===== config.mk =====
export PLATFORM = sky130hd
export DESIGN_NAME = dacu_top
export DESIGN_NICKNAME = d
export VERILOG_FILES = /design/src/dacu_pkg.sv /design/src/dacu_busy_timer.sv /design/src/dacu_range_bank.sv /design/src/dacu_top.sv
export VERILOG_INCLUDE_DIRS = /design/src
export SDC_FILE = /design/constraint.sdc
export NUM_CORES = 1
export LEC_CHECK = 0
export ABC_CLOCK_PERIOD_IN_PS = 2950
export CORE_MARGIN = 4
export CORE_UTILIZATION = 50
export DETAILED_ROUTE_END_ITERATION = 8
export DONT_BUFFER_PORTS = 1
export GPL_TIMING_DRIVEN = 0
export PLACE_DENSITY = 0.65
export RECOVER_POWER = 50
export SETUP_SLACK_MARGIN = 0.1
export SLEW_MARGIN = 20
export SYNTH_ARGS = -nofsm -noshare
export SYNTH_HDL_FRONTEND = slang
export SYNTH_SLANG_ARGS = --single-unit

===== constraint.sdc =====
create_clock -name i_clk_sys -period 2.95 [get_ports i_clk_sys]
set_input_delay 0.4425 -clock i_clk_sys [delete_from_list [all_inputs] [get_ports i_clk_sys]]
set_output_delay 0.4425 -clock i_clk_sys [all_outputs]
set_load 0.02 [all_outputs]

===== src/dacu_map.svh =====
`ifndef DACU_MAP_SVH
`define DACU_MAP_SVH

// ---------------------------------------------------------------
// Register offsets.
// ---------------------------------------------------------------
`define DACU_OFF_PAGE_SELECT      4'h1
`define DACU_OFF_STATUS           4'h3
`define DACU_OFF_CODE_LOW         4'h6
`define DACU_OFF_CODE_HIGH_CH     4'h7
`define DACU_OFF_IO_MODE          4'hB
`define DACU_OFF_RANGE_CFG        4'hE
`define DACU_OFF_WIDE_HIGH_UPD    4'hF
`define DACU_PAGE_EXPANDED        2'h2

// ---------------------------------------------------------------
// Field positions.
// ---------------------------------------------------------------
`define DACU_BIT_BUSY             4
`define DACU_BIT_WIDE_RES         6
`define DACU_BIT_SIM_UPDATE       5
`define DACU_BIT_PER_CH_RANGE     7
`define DACU_BIT_POLARITY         3
`define DACU_LSB_LOAD_CH          6
`define DACU_LSB_RANGE_CH         4

// ---------------------------------------------------------------
// Reset values and timing.
// ---------------------------------------------------------------
`define DACU_RST_IO_MODE          8'h1B
`define DACU_RST_PAGE             2'h0
`define DACU_BUSY_TIME_NS         4000
`define DACU_CLK_PERIOD_NS        20
`define DACU_BUSY_CYCLES          ((`DACU_BUSY_TIME_NS + `DACU_CLK_PERIOD_NS - 1) / `DACU_CLK_PERIOD_NS)

`endif


===== src/dacu_pkg.sv =====
package dacu_pkg;

   // Host register access for one clock cycle.
   typedef struct packed {
      logic [3:0] addr;
      logic       wr;
      logic       rd;
      logic [7:0] wdata;
   } dacu_bus_req_t;

   // Range setting of one output channel.
   typedef struct packed {
      logic       polarity;
      logic [1:0] gain;
   } dacu_range_t;

endpackage : dacu_pkg


===== src/dacu_busy_timer.sv =====
`timescale 1ns/1ps
`default_nettype none
`include "dacu_map.svh"

module dacu_busy_timer #(
   parameter int CYCLES = `DACU_BUSY_CYCLES
) (
   // Clock and reset.
   input  wire logic i_clk_sys,
   input  wire logic i_rst_n,
   // Control.
   input  wire logic i_start,
   output logic      o_busy
);

   // ---------------------------------------------------------------
   // Elaboration check.
   // ---------------------------------------------------------------
   if (CYCLES < 1) begin : g_chk
      $error("dacu_busy_timer: CYCLES must be at least one");
   end

   localparam int CW = $clog2(CYCLES + 1);

   logic [CW-1:0] cnt_ff;
   logic [CW-1:0] nxt_cnt;
   logic          busy_ff;
   logic          nxt_busy;

   // The interval is counted on the system clock so it never falls short.
   always_comb begin
      nxt_cnt  = cnt_ff;
      nxt_busy = busy_ff;
      if (i_start && !busy_ff) begin
         nxt_cnt  = CW'(CYCLES - 1);
         nxt_busy = 1'b1;
      end else if (busy_ff) begin
         if (cnt_ff == '0) begin
            nxt_busy = 1'b0;
         end else begin
            nxt_cnt = cnt_ff - CW'(1);
         end
      end
   end

   // Registers; reset leaves the converter idle.
   always_ff @(posedge i_clk_sys) begin
      if (!i_rst_n) begin
         cnt_ff  <= '0;
         busy_ff <= 1'b0;
      end else begin
         cnt_ff  <= nxt_cnt;
         busy_ff <= nxt_busy;
      end
   end

   assign o_busy = busy_ff;

endmodule : dacu_busy_timer
`default_nettype wire


===== src/dacu_range_bank.sv =====
`timescale 1ns/1ps
`default_nettype none
`include "dacu_map.svh"

module dacu_range_bank #(
   parameter int NUM_CH = 4
) (
   // Clock and reset.
   input  wire logic                  i_clk_sys,
   input  wire logic                  i_rst_n,
   // Range write.
   input  wire logic                  i_wr,
   input  wire logic [7:0]            i_wdata,
   // Ranges per channel.
   output dacu_pkg::dacu_range_t      o_range [NUM_CH]
);

   // ---------------------------------------------------------------
   // Elaboration check.
   // ---------------------------------------------------------------
   if (NUM_CH != 4) begin : g_chk
      $error("dacu_range_bank: the channel field selects exactly four channels");
   end

   logic       per_ch;
   logic [1:0] sel_ch;
   logic       legal;
   dacu_pkg::dacu_range_t wr_range;

   // Decode the written byte once for all channels.
   always_comb begin
      per_ch            = i_wdata[`DACU_BIT_PER_CH_RANGE];
      sel_ch            = i_wdata[`DACU_LSB_RANGE_CH +: 2];
      wr_range.polarity = i_wdata[`DACU_BIT_POLARITY];
      wr_range.gain     = i_wdata[1:0];
      // Unipolar with gain code 2 is not a range; the write is dropped.
      legal = !(!wr_range.polarity && wr_range.gain == 2'h2);
   end

   for (genvar ch = 0; ch < NUM_CH; ch++) begin : g_ch
      dacu_pkg::dacu_range_t range_ff;
      dacu_pkg::dacu_range_t nxt_range;

      // A broadcast write hits every channel, a selective one only its own.
      always_comb begin
         nxt_range = range_ff;
         if (i_wr && legal && (!per_ch || sel_ch == 2'(ch))) begin
            nxt_range = wr_range;
         end
      end

      // Registers; reset gives the unipolar 5 V range.
      always_ff @(posedge i_clk_sys) begin
         if (!i_rst_n) begin
            range_ff <= '0;
         end else begin
            range_ff <= nxt_range;
         end
      end

      assign o_range[ch] = range_ff;
   end

endmodule : dacu_range_bank
`default_nettype wire


===== src/dacu_top.sv =====
// Function
// - Low code byte from offset six.
// - Narrow mode: high nibble from offset seven.
// - Wide mode: high byte from page-two fifteen.
// - Offset seven bits 7-6 pick load channel.
// - Offset eleven bit 6 selects wide resolution.
// - Offset eleven bit 5 selects simultaneous update.
// - Immediate mode: channel write starts update.
// - Busy flag, offset three bit 4, during update.
// - Busy blocks data, channel, wide-byte writes.
// - Simultaneous mode: page-two fifteen read updates.
// - Simultaneous update refreshes all four channels.
// - Update mode held until changed or reset.
// - Range bit 7 selects one or all channels.
// - Range bits 5-4 pick the channel.
// - Range bit 3 polarity, bits 1-0 gain.
// - Decode range; unipolar gain 2 ignored.
// - Offset one page select gates page two.
`timescale 1ns/1ps
`default_nettype none
`include "dacu_map.svh"

module dacu_top #(
   parameter int NUM_CH      = 4,
   parameter int CODE_W      = 16,
   parameter int BUSY_CYCLES = `DACU_BUSY_CYCLES
) (
   // Clock and reset.
   input  wire logic                   i_clk_sys,
   input  wire logic                   i_rst_n,
   // Host register port.
   input  wire dacu_pkg::dacu_bus_req_t i_bus,
   output logic [7:0]                  o_rdata,
   output logic                        o_rvalid,
   // Converter side.
   output logic [CODE_W-1:0]           o_ch_code [NUM_CH],
   output dacu_pkg::dacu_range_t       o_ch_range [NUM_CH],
   output logic [NUM_CH-1:0]           o_ch_shutdown,
   output logic                        o_update,
   output logic                        o_busy
);

   // ---------------------------------------------------------------
   // Elaboration checks.
   // ---------------------------------------------------------------
   if (NUM_CH != 4) begin : g_chk_ch
      $error("dacu_top: the channel field selects exactly four channels");
   end
   if (CODE_W != 16) begin : g_chk_w
      $error("dacu_top: the code is built from two bytes, CODE_W must be 16");
   end

   // ---------------------------------------------------------------
   // Access decode.
   // ---------------------------------------------------------------
   logic [1:0]  page_ff;
   logic        busy;
   logic        on_page2;
   logic        wr_page;
   logic        wr_low;
   logic        wr_high_ch;
   logic        wr_mode;
   logic        wr_range;
   logic        wr_wide;
   logic        rd_wide;

   // Page-two registers are invisible on any other page.
   always_comb begin
      on_page2   = (page_ff == `DACU_PAGE_EXPANDED);
      wr_page    = i_bus.wr && i_bus.addr == `DACU_OFF_PAGE_SELECT;
      wr_mode    = i_bus.wr && i_bus.addr == `DACU_OFF_IO_MODE;
      // Converter data writes are dropped while an update runs.
      wr_low     = i_bus.wr && !busy && i_bus.addr == `DACU_OFF_CODE_LOW;
      wr_high_ch = i_bus.wr && !busy && i_bus.addr == `DACU_OFF_CODE_HIGH_CH;
      wr_wide    = i_bus.wr && !busy && on_page2
                   && i_bus.addr == `DACU_OFF_WIDE_HIGH_UPD;
      wr_range   = i_bus.wr && on_page2 && i_bus.addr == `DACU_OFF_RANGE_CFG;
      rd_wide    = i_bus.rd && on_page2 && i_bus.addr == `DACU_OFF_WIDE_HIGH_UPD;
   end

   // ---------------------------------------------------------------
   // Page and mode registers.
   // ---------------------------------------------------------------
   logic [1:0]  nxt_page;
   logic [7:0]  io_mode_ff;
   logic [7:0]  nxt_io_mode;
   logic        wide_res;
   logic        sim_mode;

   // The mode byte also carries the digital port bits; all are kept as written.
   always_comb begin
      nxt_page    = page_ff;
      nxt_io_mode = io_mode_ff;
      if (wr_page) begin
         nxt_page = i_bus.wdata[1:0];
      end
      if (wr_mode) begin
         nxt_io_mode = i_bus.wdata;
      end
   end

   // Registers; reset drops both converter modes and sets ports to input.
   always_ff @(posedge i_clk_sys) begin
      if (!i_rst_n) begin
         page_ff    <= `DACU_RST_PAGE;
         io_mode_ff <= `DACU_RST_IO_MODE;
      end else begin
         page_ff    <= nxt_page;
         io_mode_ff <= nxt_io_mode;
      end
   end

   assign wide_res = io_mode_ff[`DACU_BIT_WIDE_RES];
   assign sim_mode = io_mode_ff[`DACU_BIT_SIM_UPDATE];

   // ---------------------------------------------------------------
   // Code assembly.
   // ---------------------------------------------------------------
   logic [7:0]        code_low_ff;
   logic [7:0]        nxt_code_low;
   logic [7:0]        wide_high_ff;
   logic [7:0]        nxt_wide_high;
   logic [CODE_W-1:0] load_code;
   logic [1:0]        load_ch;

   // The low byte serves both widths; the high part depends on resolution.
   always_comb begin
      nxt_code_low  = code_low_ff;
      nxt_wide_high = wide_high_ff;
      if (wr_low) begin
         nxt_code_low = i_bus.wdata;
      end
      if (wr_wide) begin
         nxt_wide_high = i_bus.wdata;
      end
      load_ch = i_bus.wdata[`DACU_LSB_LOAD_CH +: 2];
      if (wide_res) begin
         // The channel write carries no data bits in wide mode.
         load_code = {wide_high_ff, code_low_ff};
      end else begin
         load_code = {4'h0, i_bus.wdata[3:0], code_low_ff};
      end
   end

   // Registers for the partial code bytes.
   always_ff @(posedge i_clk_sys) begin
      if (!i_rst_n) begin
         code_low_ff  <= 8'h00;
         wide_high_ff <= 8'h00;
      end else begin
         code_low_ff  <= nxt_code_low;
         wide_high_ff <= nxt_wide_high;
      end
   end

   // ---------------------------------------------------------------
   // Channel data and update control.
   // ---------------------------------------------------------------
   logic [CODE_W-1:0] pend_ff   [NUM_CH];
   logic [CODE_W-1:0] active_ff [NUM_CH];
   logic              start_upd;
   logic              update_ff;
   logic              nxt_update;

   // Immediate mode updates on the channel write, simultaneous on the read.
   always_comb begin
      start_upd  = (wr_high_ch && !sim_mode)
                   || (rd_wide && sim_mode && !busy);
      nxt_update = start_upd;
   end

   for (genvar ch = 0; ch < NUM_CH; ch++) begin : g_ch
      logic [CODE_W-1:0] nxt_pend;
      logic [CODE_W-1:0] nxt_active;
      logic              hit;
      logic              shut_ff;
      logic              nxt_shut;
      logic              rng_hit;

      // Unchanged channels reload their old code, so they hold steady.
      always_comb begin
         hit        = wr_high_ch && load_ch == 2'(ch);
         nxt_pend   = pend_ff[ch];
         nxt_active = active_ff[ch];
         if (hit) begin
            nxt_pend = load_code;
         end
         if (hit && !sim_mode) begin
            nxt_active = load_code;
         end else if (rd_wide && sim_mode && !busy) begin
            nxt_active = pend_ff[ch];
         end
         // The shutdown flag is decoded from the range write itself, so it
         // lands on the same edge as the range and still leaves a flop.
         rng_hit  = wr_range
                    && !(!i_bus.wdata[`DACU_BIT_POLARITY] && i_bus.wdata[1:0] == 2'h2)
                    && (!i_bus.wdata[`DACU_BIT_PER_CH_RANGE]
                        || i_bus.wdata[`DACU_LSB_RANGE_CH +: 2] == 2'(ch));
         nxt_shut = shut_ff;
         if (rng_hit) begin
            nxt_shut = (i_bus.wdata[1:0] == 2'h3);
         end
      end

      // Codes start at zero; shutdown flags start clear, matching the reset range.
      always_ff @(posedge i_clk_sys) begin
         if (!i_rst_n) begin
            pend_ff[ch]   <= '0;
            active_ff[ch] <= '0;
            shut_ff       <= 1'b0;
         end else begin
            pend_ff[ch]   <= nxt_pend;
            active_ff[ch] <= nxt_active;
            shut_ff       <= nxt_shut;
         end
      end

      assign o_ch_code[ch]     = active_ff[ch];
      assign o_ch_shutdown[ch] = shut_ff;
   end

   // Update strobe toward the converter.
   always_ff @(posedge i_clk_sys) begin
      if (!i_rst_n) begin
         update_ff <= 1'b0;
      end else begin
         update_ff <= nxt_update;
      end
   end

   assign o_update = update_ff;

   // ---------------------------------------------------------------
   // Busy interval and ranges.
   // ---------------------------------------------------------------
   dacu_busy_timer #(
      .CYCLES    (BUSY_CYCLES)
   ) u_busy (
      .i_clk_sys (i_clk_sys),
      .i_rst_n   (i_rst_n),
      .i_start   (start_upd),
      .o_busy    (busy)
   );

   dacu_range_bank #(
      .NUM_CH    (NUM_CH)
   ) u_range (
      .i_clk_sys (i_clk_sys),
      .i_rst_n   (i_rst_n),
      .i_wr      (wr_range),
      .i_wdata   (i_bus.wdata),
      .o_range   (o_ch_range)
   );

   // The busy flag comes straight from the timer's own flop.
   assign o_busy = busy;

   // ---------------------------------------------------------------
   // Read path.
   // ---------------------------------------------------------------
   logic [7:0] rdata_ff;
   logic [7:0] nxt_rdata;
   logic       rvalid_ff;

   // Write-only offsets read as zero; the update read returns zero as well.
   always_comb begin
      nxt_rdata = 8'h00;
      if (i_bus.rd) begin
         unique case (i_bus.addr)
            `DACU_OFF_STATUS: begin
               nxt_rdata[`DACU_BIT_BUSY] = busy;
            end
            `DACU_OFF_IO_MODE: begin
               nxt_rdata = io_mode_ff;
            end
            default: begin
               nxt_rdata = 8'h00;
            end
         endcase
      end
   end

   // The answer follows the read strobe by one clock.
   always_ff @(posedge i_clk_sys) begin
      if (!i_rst_n) begin
         rdata_ff  <= 8'h00;
         rvalid_ff <= 1'b0;
      end else begin
         rdata_ff  <= nxt_rdata;
         rvalid_ff <= i_bus.rd;
      end
   end

   assign o_rdata  = rdata_ff;
   assign o_rvalid = rvalid_ff;

endmodule : dacu_top
`default_nettype wire


---- After elaboration in Yosys (flattened, before gate mapping) ----
Memories as Yosys holds them, arrays and structs flattened.
Index checks and enable logic that the tools add are counted.
storage, ports and cells
  register bits ........................... 61
  latch bits .............................. 0
  memory bits (writable) .................. 128
  memory bits (read-only) ................. 0
  input bits .............................. 16
  output and inout bits ................... 91
  logic and storage cells ................. 131
  memories kept ........................... 2
memory list
  name       depth  bits a word  read ports  clocked after memory_dff  write ports  line             RTL
  active_ff  4      16           4           0                         4            dacu_top.sv:160  logic [CODE_W-1:0] active_ff [NUM_CH];
  pend_ff    4      16           4           0                         4            dacu_top.sv:159  logic [CODE_W-1:0] pend_ff [NUM_CH];
operators by class
  add/subtract/negate cells ............... 1
  $mul .................................... 0
  divide/modulo/power cells ............... 0
  $lt $le $gt $ge ......................... 0
  equality and inequality tests ........... 17
  shift-type cells ........................ 0
  mux-type cells .......................... 30
  bitwise gates (word level) .............. 10
  reduce and logical (&&, ||, !) cells .... 48
operators by type and width
  operator             number
  $mux 16              21
  $logic_and 1x1->1    29
  $mux 8               3
  $eq 2x2->1 const B   7
  $eq 4x4->1 const B   3
  $eq 4x3->1 const B   2
  $logic_not 8->1      1
  $or 1x1->1           8
  $sub 8x1->8 const B  1
  $reduce_and 2->1     3
  $logic_not 1->1      5
  $logic_or 1x1->1     5
  $mux 1               5
  $eq 2x1->1 const B   2
  $eq 4x1->1 const B   1
  $eq 4x2->1 const B   1
  $logic_not 2->1      2
  $reduce_and 3->1     1
  $ne 2x1->1 const B   1
  $not 1->1            2
  $pmux 1 s2           1
  $reduce_bool 2->1    1
  $reduce_or 2->1      1

---- Logic depth before layout (Yosys ltp) ----
Gate-level depths: netlist of the first run.
  depth after elaboration ................. 9
  mapped depth ............................ 8
  depth with buffers taken out ............ 6

---- Modules after synthesis ----
From an unflattened synthesis of the first run, not the netlist that was laid out.
second synthesis, totals
  cell total of the unflattened synthesis .. 938
  area total of the unflattened synthesis .. 7965.1 sq um
modules (own cells, without submodules)
  module           times used  cells each  area each (sq um)  seq. area each (sq um)
  dacu_top         1           810         6877.8             3363.2
  dacu_range_bank  1           73          605.6              240.2
  dacu_busy_timer  1           55          481.7              180.2

---- Least setup slack after synthesis of the first run ----
Ideal clock, no wire load.
  kind .................................... input to register
  from .................................... in i_bus[12] (netlist bit)
  to ...................................... mem active_ff[2][13]
  library setup time ...................... 0.115 ns
  arrival ................................. 1.826 ns
  required time ........................... 2.835 ns
  path slack .............................. 1.010 ns
  stages .................................. 7
  buffers on the path ..................... 3
  cell sequence ........................... buf_4 > nand4b_4 > or4_1 > buf_2 > buf_6 > o221a_2 > o21a_1
RTL lines
  item                line             RTL
  start: declaration  dacu_top.sv:32   input wire dacu_pkg::dacu_bus_req_t i_bus,
  end: declaration    dacu_top.sv:160

==> flow_metrics.env, run 1 <==
export IMPL_syn_nets=915
export IMPL_syn_to_final_growth_pct=9.83
export IMPL_num_rows=45
export IMPL_end_kind="flip-flop"
export IMPL_max_stage_delay_ps=820
export IMPL_track_usage_pct=24.4
export IMPL_grt_pass1_vias=5885
export IMPL_r2r_slack_ps=420
export IMPL_synth_edff_count=0
export IMPL_ioPinCount=107
export IMPL_crit_type="reg -> reg"
export IMPL_r2r_start="u_busy.o_busy$_SDFF_PN0_"
export IMPL_cts_hold_buffers=0
export IMPL_synth_ff_type="dfxtp_1"
export IMPL_grt_overflow=0
export IMPL_slowest_stage="nor3_1"
export IMPL_cts_sinks=189
export IMPL_antenna_found_initial=0
export IMPL_power_leakage_nw=2.81
export IMPL_hold_ws_ps=136
export IMPL_grt_max_degree=19
export IMPL_start_util_pct=51.1
export IMPL_grt_first_pass_wirelength_um=33700
export IMPL_power_mw=4.98
export IMPL_synthesis_area_sq_mm=0.00777
export IMPL_slew_violations=0
export IMPL_place_gp_congestion=0.862
export IMPL_drt_total_wl_um=21400
export IMPL_ys_warnings_count=0
export IMPL_rsz0062_at_grt="false"
export IMPL_outcome="finished, final reports clean"
export IMPL_worst_pin_slew_ps=1430
export IMPL_post_cts_resized=0
export IMPL_avgSynthCellArea_sq_um=8.66
export IMPL_cp_arrival_ps=2900
export IMPL_clkLatencyLatePin_ps=440
export IMPL_first_pass_iters=5
export IMPL_slew_headroom_pct=3.66
export IMPL_io_buffers=0
export IMPL_clk_pin_slew_worst_paths_ps=70
export IMPL_hpwl_um=14800
export IMPL_synth_cell_types=46
export IMPL_n_antenna_cell=0
export IMPL_die_h_um=133
export IMPL_ir_drop_v=0.000397
export IMPL_max_clock_path_buffers=2
export IMPL_finalSetupTns_ps=0
export IMPL_ys_ff_latch=189
export IMPL_hold_path_class="in -> reg"
export IMPL_post_cts_buffers=0
export IMPL_synthCells=897
export IMPL_h_tree_depth=4
export IMPL_die_area_sq_mm=0.0176
export IMPL_cap_violations=0
export IMPL_timing_final_crit_share_pct=85.9
export IMPL_vias=6437
export IMPL_dieWidth_um=133
export IMPL_cp_cell_sequence="nand4b_1 -> nor3_1 -> buf_2 -> nand2_1 -> a21boi_0"
export IMPL_clock_skew_final_ps=11.2
export IMPL_hold_path_startpoint="i_bus[3]"
export IMPL_root_buffer="clkbuf_16"
export IMPL_max_freq_ghz=0.395
export IMPL_setup_violations=0
export IMPL_crit_start="u_busy.o_busy$_SDFF_PN0_"
export IMPL_cp_data_required_time_ps=3310
export IMPL_synthArstFlopShare_pct=0
export IMPL_layout_drive_gt1_share_pct=7.00
export IMPL_cp_max_fo=10
export IMPL_hold_viol_final=0
export IMPL_cts_tree="done"
export IMPL_period_needed_ps=2530
export IMPL_power_density_mw_per_mm2=583
export IMPL_drcViolationCount=0
export IMPL_core_region_area_sq_mm=0.0152
export IMPL_final_antenna_net_count=0
export IMPL_numCtsBuffers=17
export IMPL_wl_per_cell_um=19.2
export IMPL_drt_iter0_markers=620
export IMPL_fin_nets=934
export IMPL_post_drt_via_cell_ratio=5.76
export IMPL_yosysSeqAreaShare_pct=48.7
export IMPL_critPathLaunchType="flip-flop"
==> critical path: cells and delay by family, from the launching register on <==
family          cells  cell delay, ps
simple gates        3            1410
flops               1             470
buf+inv             1             360
compound gates      1             210
==> worst paths after layout <==
kind,to,cells past startpoint
worst max-delay path,pend_ff[1][12]$_SDFFE_PN0P_,5
worst min-delay path,io_mode_ff[3]$_SDFFE_PN1P_,2
worst max register to register,pend_ff[1][12]$_SDFFE_PN0P_,5
worst min register to register,o_rdata[0]$_SDFF_PN0_,1
==> area by class of cell <==
cell class	count	area (sq um)
Fill cell	1403	6670
Clock inverter	14	125
Buffer	84	339
Clock buffer	18	439
Sequential cell	189	3780
Inverter	4	15.0
Multi-Input combinational cell	620	3590
Tap cell	188	235
==> cells in the mapped netlist (2+ instances only) <==
library cell | count | share of area, %
nor2_1 | 31 | 1.5
a22oi_1 | 13 | 1.3
a211oi_1 | 2 | 0.19
mux2_2 | 5 | 0.72
and4_1 | 2 | 0.23
nor3_1 | 8 | 0.52
or3b_2 | 2 | 0.23
a21oi_1 | 8 | 0.52
nor4b_1 | 4 | 0.45
and4b_1 | 2 | 0.26
buf_2 | 16 | 1.0
o221a_2 | 7 | 1.0
nand3_1 | 25 | 1.6
inv_1 | 4 | 0.19
xnor2_1 | 2 | 0.23
a31oi_1 | 38 | 3.1
nor3_2 | 4 | 0.52
o21ai_0 | 39 | 2.5
and2_1 | 12 | 0.97
a21boi_0 | 79 | 7.6
o221ai_1 | 7 | 0.79
dfxtp_1 | 189 | 49
clkbuf_1 | 61 | 2.9
nor2b_1 | 17 | 1.4
nand4_1 | 4 | 0.32
o21a_1 | 7 | 0.68
mux2i_1 | 37 | 4.8
and3_1 | 2 | 0.16
nand2_1 | 222 | 11
nor4_1 | 3 | 0.24
or4_1 | 4 | 0.39
nand2b_1 | 7 | 0.56
buf_4 | 5 | 0.48
ha_1 | 2 | 0.32
or3_1 | 4 | 0.32
nor3b_1 | 11 | 1.1
o211a_1 | 3 | 0.39
==> power breakdown <==
part	switching, mW	internal [mW]
combinational	0.125	0.0671
sequential	0.0170	2.56
clock	1.07	1.13
total	1.22	3.76
==> registers in the layout, summed over array words and instances, names as in the netlist, 2 cells and up <==
| signal | flops |
|---|---|
| u_busy.cnt_ff | 8 |
| active_ff | 64 |
| code_low_ff | 8 |
| u_range.o_range | 12 |
| io_mode_ff | 8 |
| pend_ff | 64 |
| o_rdata | 8 |
| wide_high_ff | 8 |
| page_ff | 2 |
| g_ch.shut_ff | 4 |
==> per-stage QoR <==
step,setup WS (ps),std cells,area [sq um],utilization [%]
detailed placement,581,1085,8000,52.6
global placement,608,1085,8000,52.6
CTS,560,1117,8570,56.4
finish,416,1117,8530,56.1
floorplan,1010,897,7770,-
global route,208,1117,8530,56.1
==> routing by layer <==
metal | global-route usage, % | wire length [um] | vias up | part of all wire [%]
li1 | - | - | 3118 | -
met1 | 32.6 | 9420 | 3062 | 44
met2 | 39.3 | 10100 | 236 | 47
met3 | 6.92 | 1590 | 21 | 7.4
met4 | 6.00 | 289 | 0 | 1.3
met5 | 0 | 0 | - | 0
==> kinds of logic after synthesis <==
group           count (synthesis)  share of synthesized area (%)
compound gates                205                           18.2
xor+xnor                        3                          0.338
fa+ha+maj                       2                          0.322
buf+inv                        88                           4.85
flops                         189                           48.7
mux                            42                           5.49
simple gates                  368                           22.1
==> cell usage in the layout (no fill, tap or decap), types with 3 or more instances in the layout <==
cell and n:
o221ai_1 7, a31oi_1 38, clkinv_4 5, a22oi_1 13, a21boi_0 79, o21a_1 7, or3_1 4, and2_1 5
nand4_1 4, o21ai_0 39, a21oi_1 8, nor2b_1 17, clkbuf_1 69, inv_6 5, nor3_1 9, dfxtp_1 189
nor3b_1 11, clkbuf_16 17, nor2_1 31, o221a_2 7, nand2b_1 7, and2_0 7, or4_1 4, buf_2 13
nor3_2 3, o211a_1 3, nand3_1 25, nand2_1 222, mux2_2 5, inv_1 4, mux2i_1 37, nor4b_1 4
(Power assumes the default switching activity.)
==> run 2, diff against run 1 <==
Settings changed: RECOVER_POWER 50 to 100.
==> flow_metrics.env, run 2 (synthesized netlist as in run 1, its figures left out) <==
export IMPL_timing_final_crit_share_pct=88.5
export IMPL_max_freq_ghz=0.383
export IMPL_max_clock_path_buffers=2
export IMPL_hold_ws_ps=133
export IMPL_cts_tree="done"
export IMPL_critPathLaunchType="flip-flop"
export IMPL_syn_to_final_growth_pct=9.73
export IMPL_die_area_sq_mm=0.0176
export IMPL_fin_nets=934
export IMPL_slowest_stage="or4_1"
export IMPL_grt_overflow=0
export IMPL_numCtsBuffers=17
export IMPL_root_buffer="clkbuf_16"
export IMPL_grt_first_pass_wirelength_um=33700
export IMPL_p_int_mw=3.76
export IMPL_post_cts_buffers=0
export IMPL_grt_pass1_vias=5885
export IMPL_ir_drop_v=0.000403
export IMPL_wl_per_cell_um=19.2
export IMPL_post_drt_via_cell_ratio=5.75
export IMPL_final_common_cell="nand2_1"
export IMPL_final_antenna_net_count=0
export IMPL_rsz0062_at_grt="false"
export IMPL_cts_sinks=189
export IMPL_die_h_um=133
export IMPL_io_buffers=0
export IMPL_end_kind="flip-flop"
export IMPL_dieWidth_um=133
export IMPL_num_rows=45
export IMPL_p_sw_mw=1.22
export IMPL_slew_violations=9
export IMPL_hold_path_class="in -> reg"
export IMPL_power_leakage_nw=2.80
export IMPL_finalSetupTns_ps=0
export IMPL_clock_skew_final_ps=13.2
export IMPL_drt_iter0_markers=664
export IMPL_max_stage_delay_ps=620
export IMPL_seq_power_share_pct=51.8
export IMPL_period_needed_ps=2610
export IMPL_place_gp_congestion=0.862
export IMPL_first_pass_iters=5
export IMPL_antenna_found_initial=0
export IMPL_drt_total_wl_um=21400
export IMPL_grt_max_degree=19
export IMPL_core_region_area_sq_mm=0.0152
export IMPL_cp_max_fo=10
export IMPL_power_frac_clock_pct=44.3
export IMPL_slew_headroom_pct=-8.06
export IMPL_start_util_pct=51.1
export IMPL_r2r_slack_ps=340
export IMPL_setup_violations=0
export IMPL_n_antenna_cell=0
export IMPL_vias=6423
export IMPL_timing_critical_path_buf_inv=2
export IMPL_power_density_mw_per_mm2=584
export IMPL_crit_family="simple AND/OR/NAND/NOR gates"
export IMPL_h_tree_depth=4
export IMPL_drcViolationCount=0
export IMPL_clkLatencyLatePin_ps=450
export IMPL_cap_violations=1
export IMPL_n_fill_cell=1405
export IMPL_cp_data_required_time_ps=3280
export IMPL_hpwl_um=14800
export IMPL_track_usage_pct=24.4
export IMPL_swShare_pct=24.4
export IMPL_worst_pin_slew_ps=1610
export IMPL_cts_hold_buffers=0
export IMPL_cp_arrival_ps=2940
export IMPL_final_cell_mix="nand2_1 (222), dfxtp_1 (189), a21boi_0 (79)"
export IMPL_post_cts_resized=0
export IMPL_violations="capacitance limit, slew limit"
export IMPL_clk_pin_slew_worst_paths_ps=70
export IMPL_crit_top_cell="clkbuf_1"
export IMPL_cp_cell_sequence="nand4b_1 -> or4_1 -> clkbuf_1 -> clkbuf_1 -> o221ai_1 -> nor2_1"
export IMPL_ioPinCount=107
export IMPL_comb_power_share_pct=3.9
export IMPL_outcome="finished with violations"
export IMPL_crit_type="reg -> reg"
export IMPL_hold_viol_final=0
export IMPL_layout_drive_gt1_share_pct=6.67
-- run 2: power by group through the flow --
| stage | Combinational (mW) | Clock [mW] | Sequential, mW |
|---|---|---|---|
| after floorplan | 0.136 | 0 | 2.64 |
| after global placement | 0.191 | 0 | 2.64 |
| after detailed placement | 0.192 | 0 | 2.64 |
| after CTS | 0.193 | 2.23 | 2.58 |
| after global routing | 0.210 | 2.35 | 2.58 |
| final | 0.192 | 2.20 | 2.58 |
-- run 2: path summary, 6_finish.rpt --
check / start / endpoint / cells after the start
setup / recovery: u_busy.o_busy$_SDFF_PN0_ / active_ff[3][11]$_SDFFE_PN0P_ / 6
hold / removal: i_bus[3] / io_mode_ff[3]$_SDFFE_PN1P_ / 2
setup reg to reg: u_busy.o_busy$_SDFF_PN0_ / active_ff[3][11]$_SDFFE_PN0P_ / 6
hold reg to reg: io_mode_ff[0]$_SDFFE_PN1P_ / o_rdata[0]$_SDFF_PN0_ / 1
-- run 2: layer usage --
metal / GRT usage (%) / up-vias / part of all wire (%)
met5: 0 / - / 0
met4: 6.00 / 0 / 1.4
met3: 6.92 / 26 / 7.6
met2: 39.3 / 208 / 47
met1: 32.6 / 3074 / 44
li1: - / 3115 / -
-- run 2: cell type report --
class / count / area [sq um] / share of cell area [%]
well taps: 188 / 235 / 2.76
clock buffers: 18 / 439 / 5.15
clock inverters: 14 / 125 / 1.47
plain buffers: 84 / 337 / 3.95
inverters: 4 / 15.0 / 0.176
multi-input cells: 620 / 3590 / 42.1
flip-flops and latches: 189 / 3780 / 44.4
-- run 2: worst register-to-register path, stage by stage (launching register included) --
cell	delay (ps)
dfxtp_1	470
nand4b_1	530
or4_1	620
clkbuf_1	230
clkbuf_1	290
o221ai_1	290
nor2_1	80
-- run 2: through the flow --
stage | setup WS (ps) | cell area (sq um) | util, % | power [mW] | cells
2_1_floorplan | 1010 | 7770 | - | 2.77 | 897
3_5_place_dp | 581 | 8000 | 52.6 | 2.83 | 1085
4_1_cts | 560 | 8570 | 56.4 | 5.01 | 1117
6_report | 338 | 8520 | 56.1 | 4.98 | 1117
5_1_grt | 208 | 8520 | 56.1 | 5.14 | 1117
3_3_place_gp | 608 | 8000 | 52.6 | 2.83 | 1085
==> run 3, diff against run 2 <==
Settings changed: CELL_PAD_IN_SITES_DETAIL_PLACEMENT set to 1, CELL_PAD_IN_SITES_GLOBAL_PLACEMENT set to 2, CORE_MARGIN 4 to 2, CORE_UTILIZATION 50 to 41, CTS_CLUSTER_DIAMETER set to 50, PLACE_DENSITY 0.65 to 0.84.
==> flow_metrics.env, run 3 (synthesized netlist as in run 1, its figures left out) <==
export IMPL_dp_slack_ps=368
export IMPL_track_usage_pct=25.3
export IMPL_grt_overflow=0
export IMPL_root_buffer="clkbuf_16"
export IMPL_place_gp_congestion=0.810
export IMPL_slew_violations=18
export IMPL_num_rows=50
export IMPL_drcViolationCount=0
export IMPL_cp_data_required_time_ps=3270
export IMPL_grt_pass1_vias=6796
export IMPL_power_density_mw_per_mm2=583
export IMPL_slew_headroom_pct=-10.2
export IMPL_post_cts_resized=0
export IMPL_h_tree_depth=4
export IMPL_post_place_cells=1131
export IMPL_power_leakage_nw=2.81
export IMPL_cp_max_fo=10
export IMPL_rsz0062_at_grt="false"
export IMPL_final_common_cell="nand2_1"
export IMPL_n_fill_cell=2238
export IMPL_layout_drive_gt1_share_pct=6.57
export IMPL_clkLatencyLatePin_ps=430
export IMPL_post_drt_via_cell_ratio=5.62
export IMPL_hold_path_class="in -> reg"
export IMPL_post_cts_buffers=0
export IMPL_cts_sinks=189
export IMPL_drt_iter0_markers=389
export IMPL_final_cell_mix="nand2_1 (222), dfxtp_1 (189), a21boi_0 (79)"
export IMPL_cts_hold_buffers=0
export IMPL_end_kind="flip-flop"
export IMPL_final_area_sq_mm=0.00859
export IMPL_syn_to_final_growth_pct=10.6
export IMPL_grt_max_degree=17
export IMPL_grt_first_pass_wirelength_um=38600
export IMPL_cap_violations=2
export IMPL_cp_arrival_ps=2900
export IMPL_fin_nets=934
export IMPL_critPathLaunchType="flip-flop"
export IMPL_slowest_stage="nor3_1"
export IMPL_clock_skew_final_ps=7.78
export IMPL_hpwl_um=17800
export IMPL_max_clock_path_buffers=2
export IMPL_die_h_um=142
export IMPL_antenna_found_initial=0
export IMPL_max_stage_delay_ps=1300
export IMPL_core_region_area_sq_mm=0.0186
export IMPL_dieWidth_um=142
export IMPL_clk_pin_slew_worst_paths_ps=70
export IMPL_cp_cell_sequence="nand4bb_1 -> nor3_1 -> mux2i_1 -> nor2b_1"
export IMPL_ioPinCount=107
export IMPL_start_util_pct=41.7
export IMPL_final_antenna_net_count=0
export IMPL_drt_total_wl_um=24900
export IMPL_wl_per_cell_um=21.4
export IMPL_die_area_sq_mm=0.0201
export IMPL_crit_type="reg -> reg"
export IMPL_timing_final_crit_share_pct=87.5
export IMPL_max_freq_ghz=0.387
export IMPL_setup_violations=0
export IMPL_io_buffers=0
export IMPL_ir_drop_v=0.000395
export IMPL_final_cell_count_no_fill=1163
export IMPL_outcome="finished with violations"
export IMPL_dpl_cell_area_sq_mm=0.00806
export IMPL_period_needed_ps=2580
export IMPL_n_antenna_cell=0
export IMPL_hold_viol_final=0
export IMPL_first_pass_iters=5
export IMPL_vias=6541
export IMPL_finalSetupTns_ps=0
export IMPL_setup_slack_ps=369
export IMPL_violations="capacitance limit, slew limit"
export IMPL_cts_tree="done"
export IMPL_numCtsBuffers=17
export IMPL_worst_pin_slew_ps=1640
[run 3: layer usage]
layer	up-vias	share of wire [%]	global-route usage [%]
met5	-	0	0
met4	0	1.1	6.84
met3	18	5.1	5.57
met2	153	49	43.9
met1	3248	44	31.8
li1	3122	-	-
[run 3: cell type report]
type	count	area, sq um	share of cell area [%]
clock buffer	20	457	5.31
buffer	84	338	3.93
tap	234	293	3.41
sequential	189	3780	44.0
clock inverter	12	114	1.32
inverter	4	15.0	0.175
multi-input combinational	620	3590	41.8
[run 3: report_power, final]
group	leakage, nW	internal (mW)	total, mW	switching, mW
clock network	0.269	1.21	2.22	1.01
registers	1.52	2.56	2.58	0.0170
logic	1.02	0.0682	0.204	0.136
total	2.81	3.84	5.01	1.16
[run 3: worst max-delay path: cells and delay by family (launching register included)]
family,cells,cell delay (ps)
simple gates,3,1630
flops,1,450
mux,1,370
[run 3: worst paths after layout]
kind                                start                            to  slack, ps  depth (start not counted)
max reg2reg      u_busy.o_busy$_SDFF_PN0_  wide_high_ff[6]$_SDFFE_PN0P_        370                          4
min                              i_bus[3]    io_mode_ff[3]$_SDFFE_PN1P_        140                          2
max              u_busy.o_busy$_SDFF_PN0_  wide_high_ff[6]$_SDFFE_PN0P_        370                          4
min reg2reg  g_ch[1].shut_ff$_SDFFE_PN0P_  g_ch[1].shut_ff$_SDFFE_PN0P_        470                          2
[run 3: metrics by stage]
step / hold slack (ps) / utilization, % / total power [mW]
global placement: 443 / 43.2 / 2.84
global route: 135 / 46.1 / 5.17
floorplan: 429 / - / 2.77
CTS: 132 / 46.3 / 5.05
finish: 143 / 46.1 / 5.01
detailed placement: 457 / 43.2 / 2.84
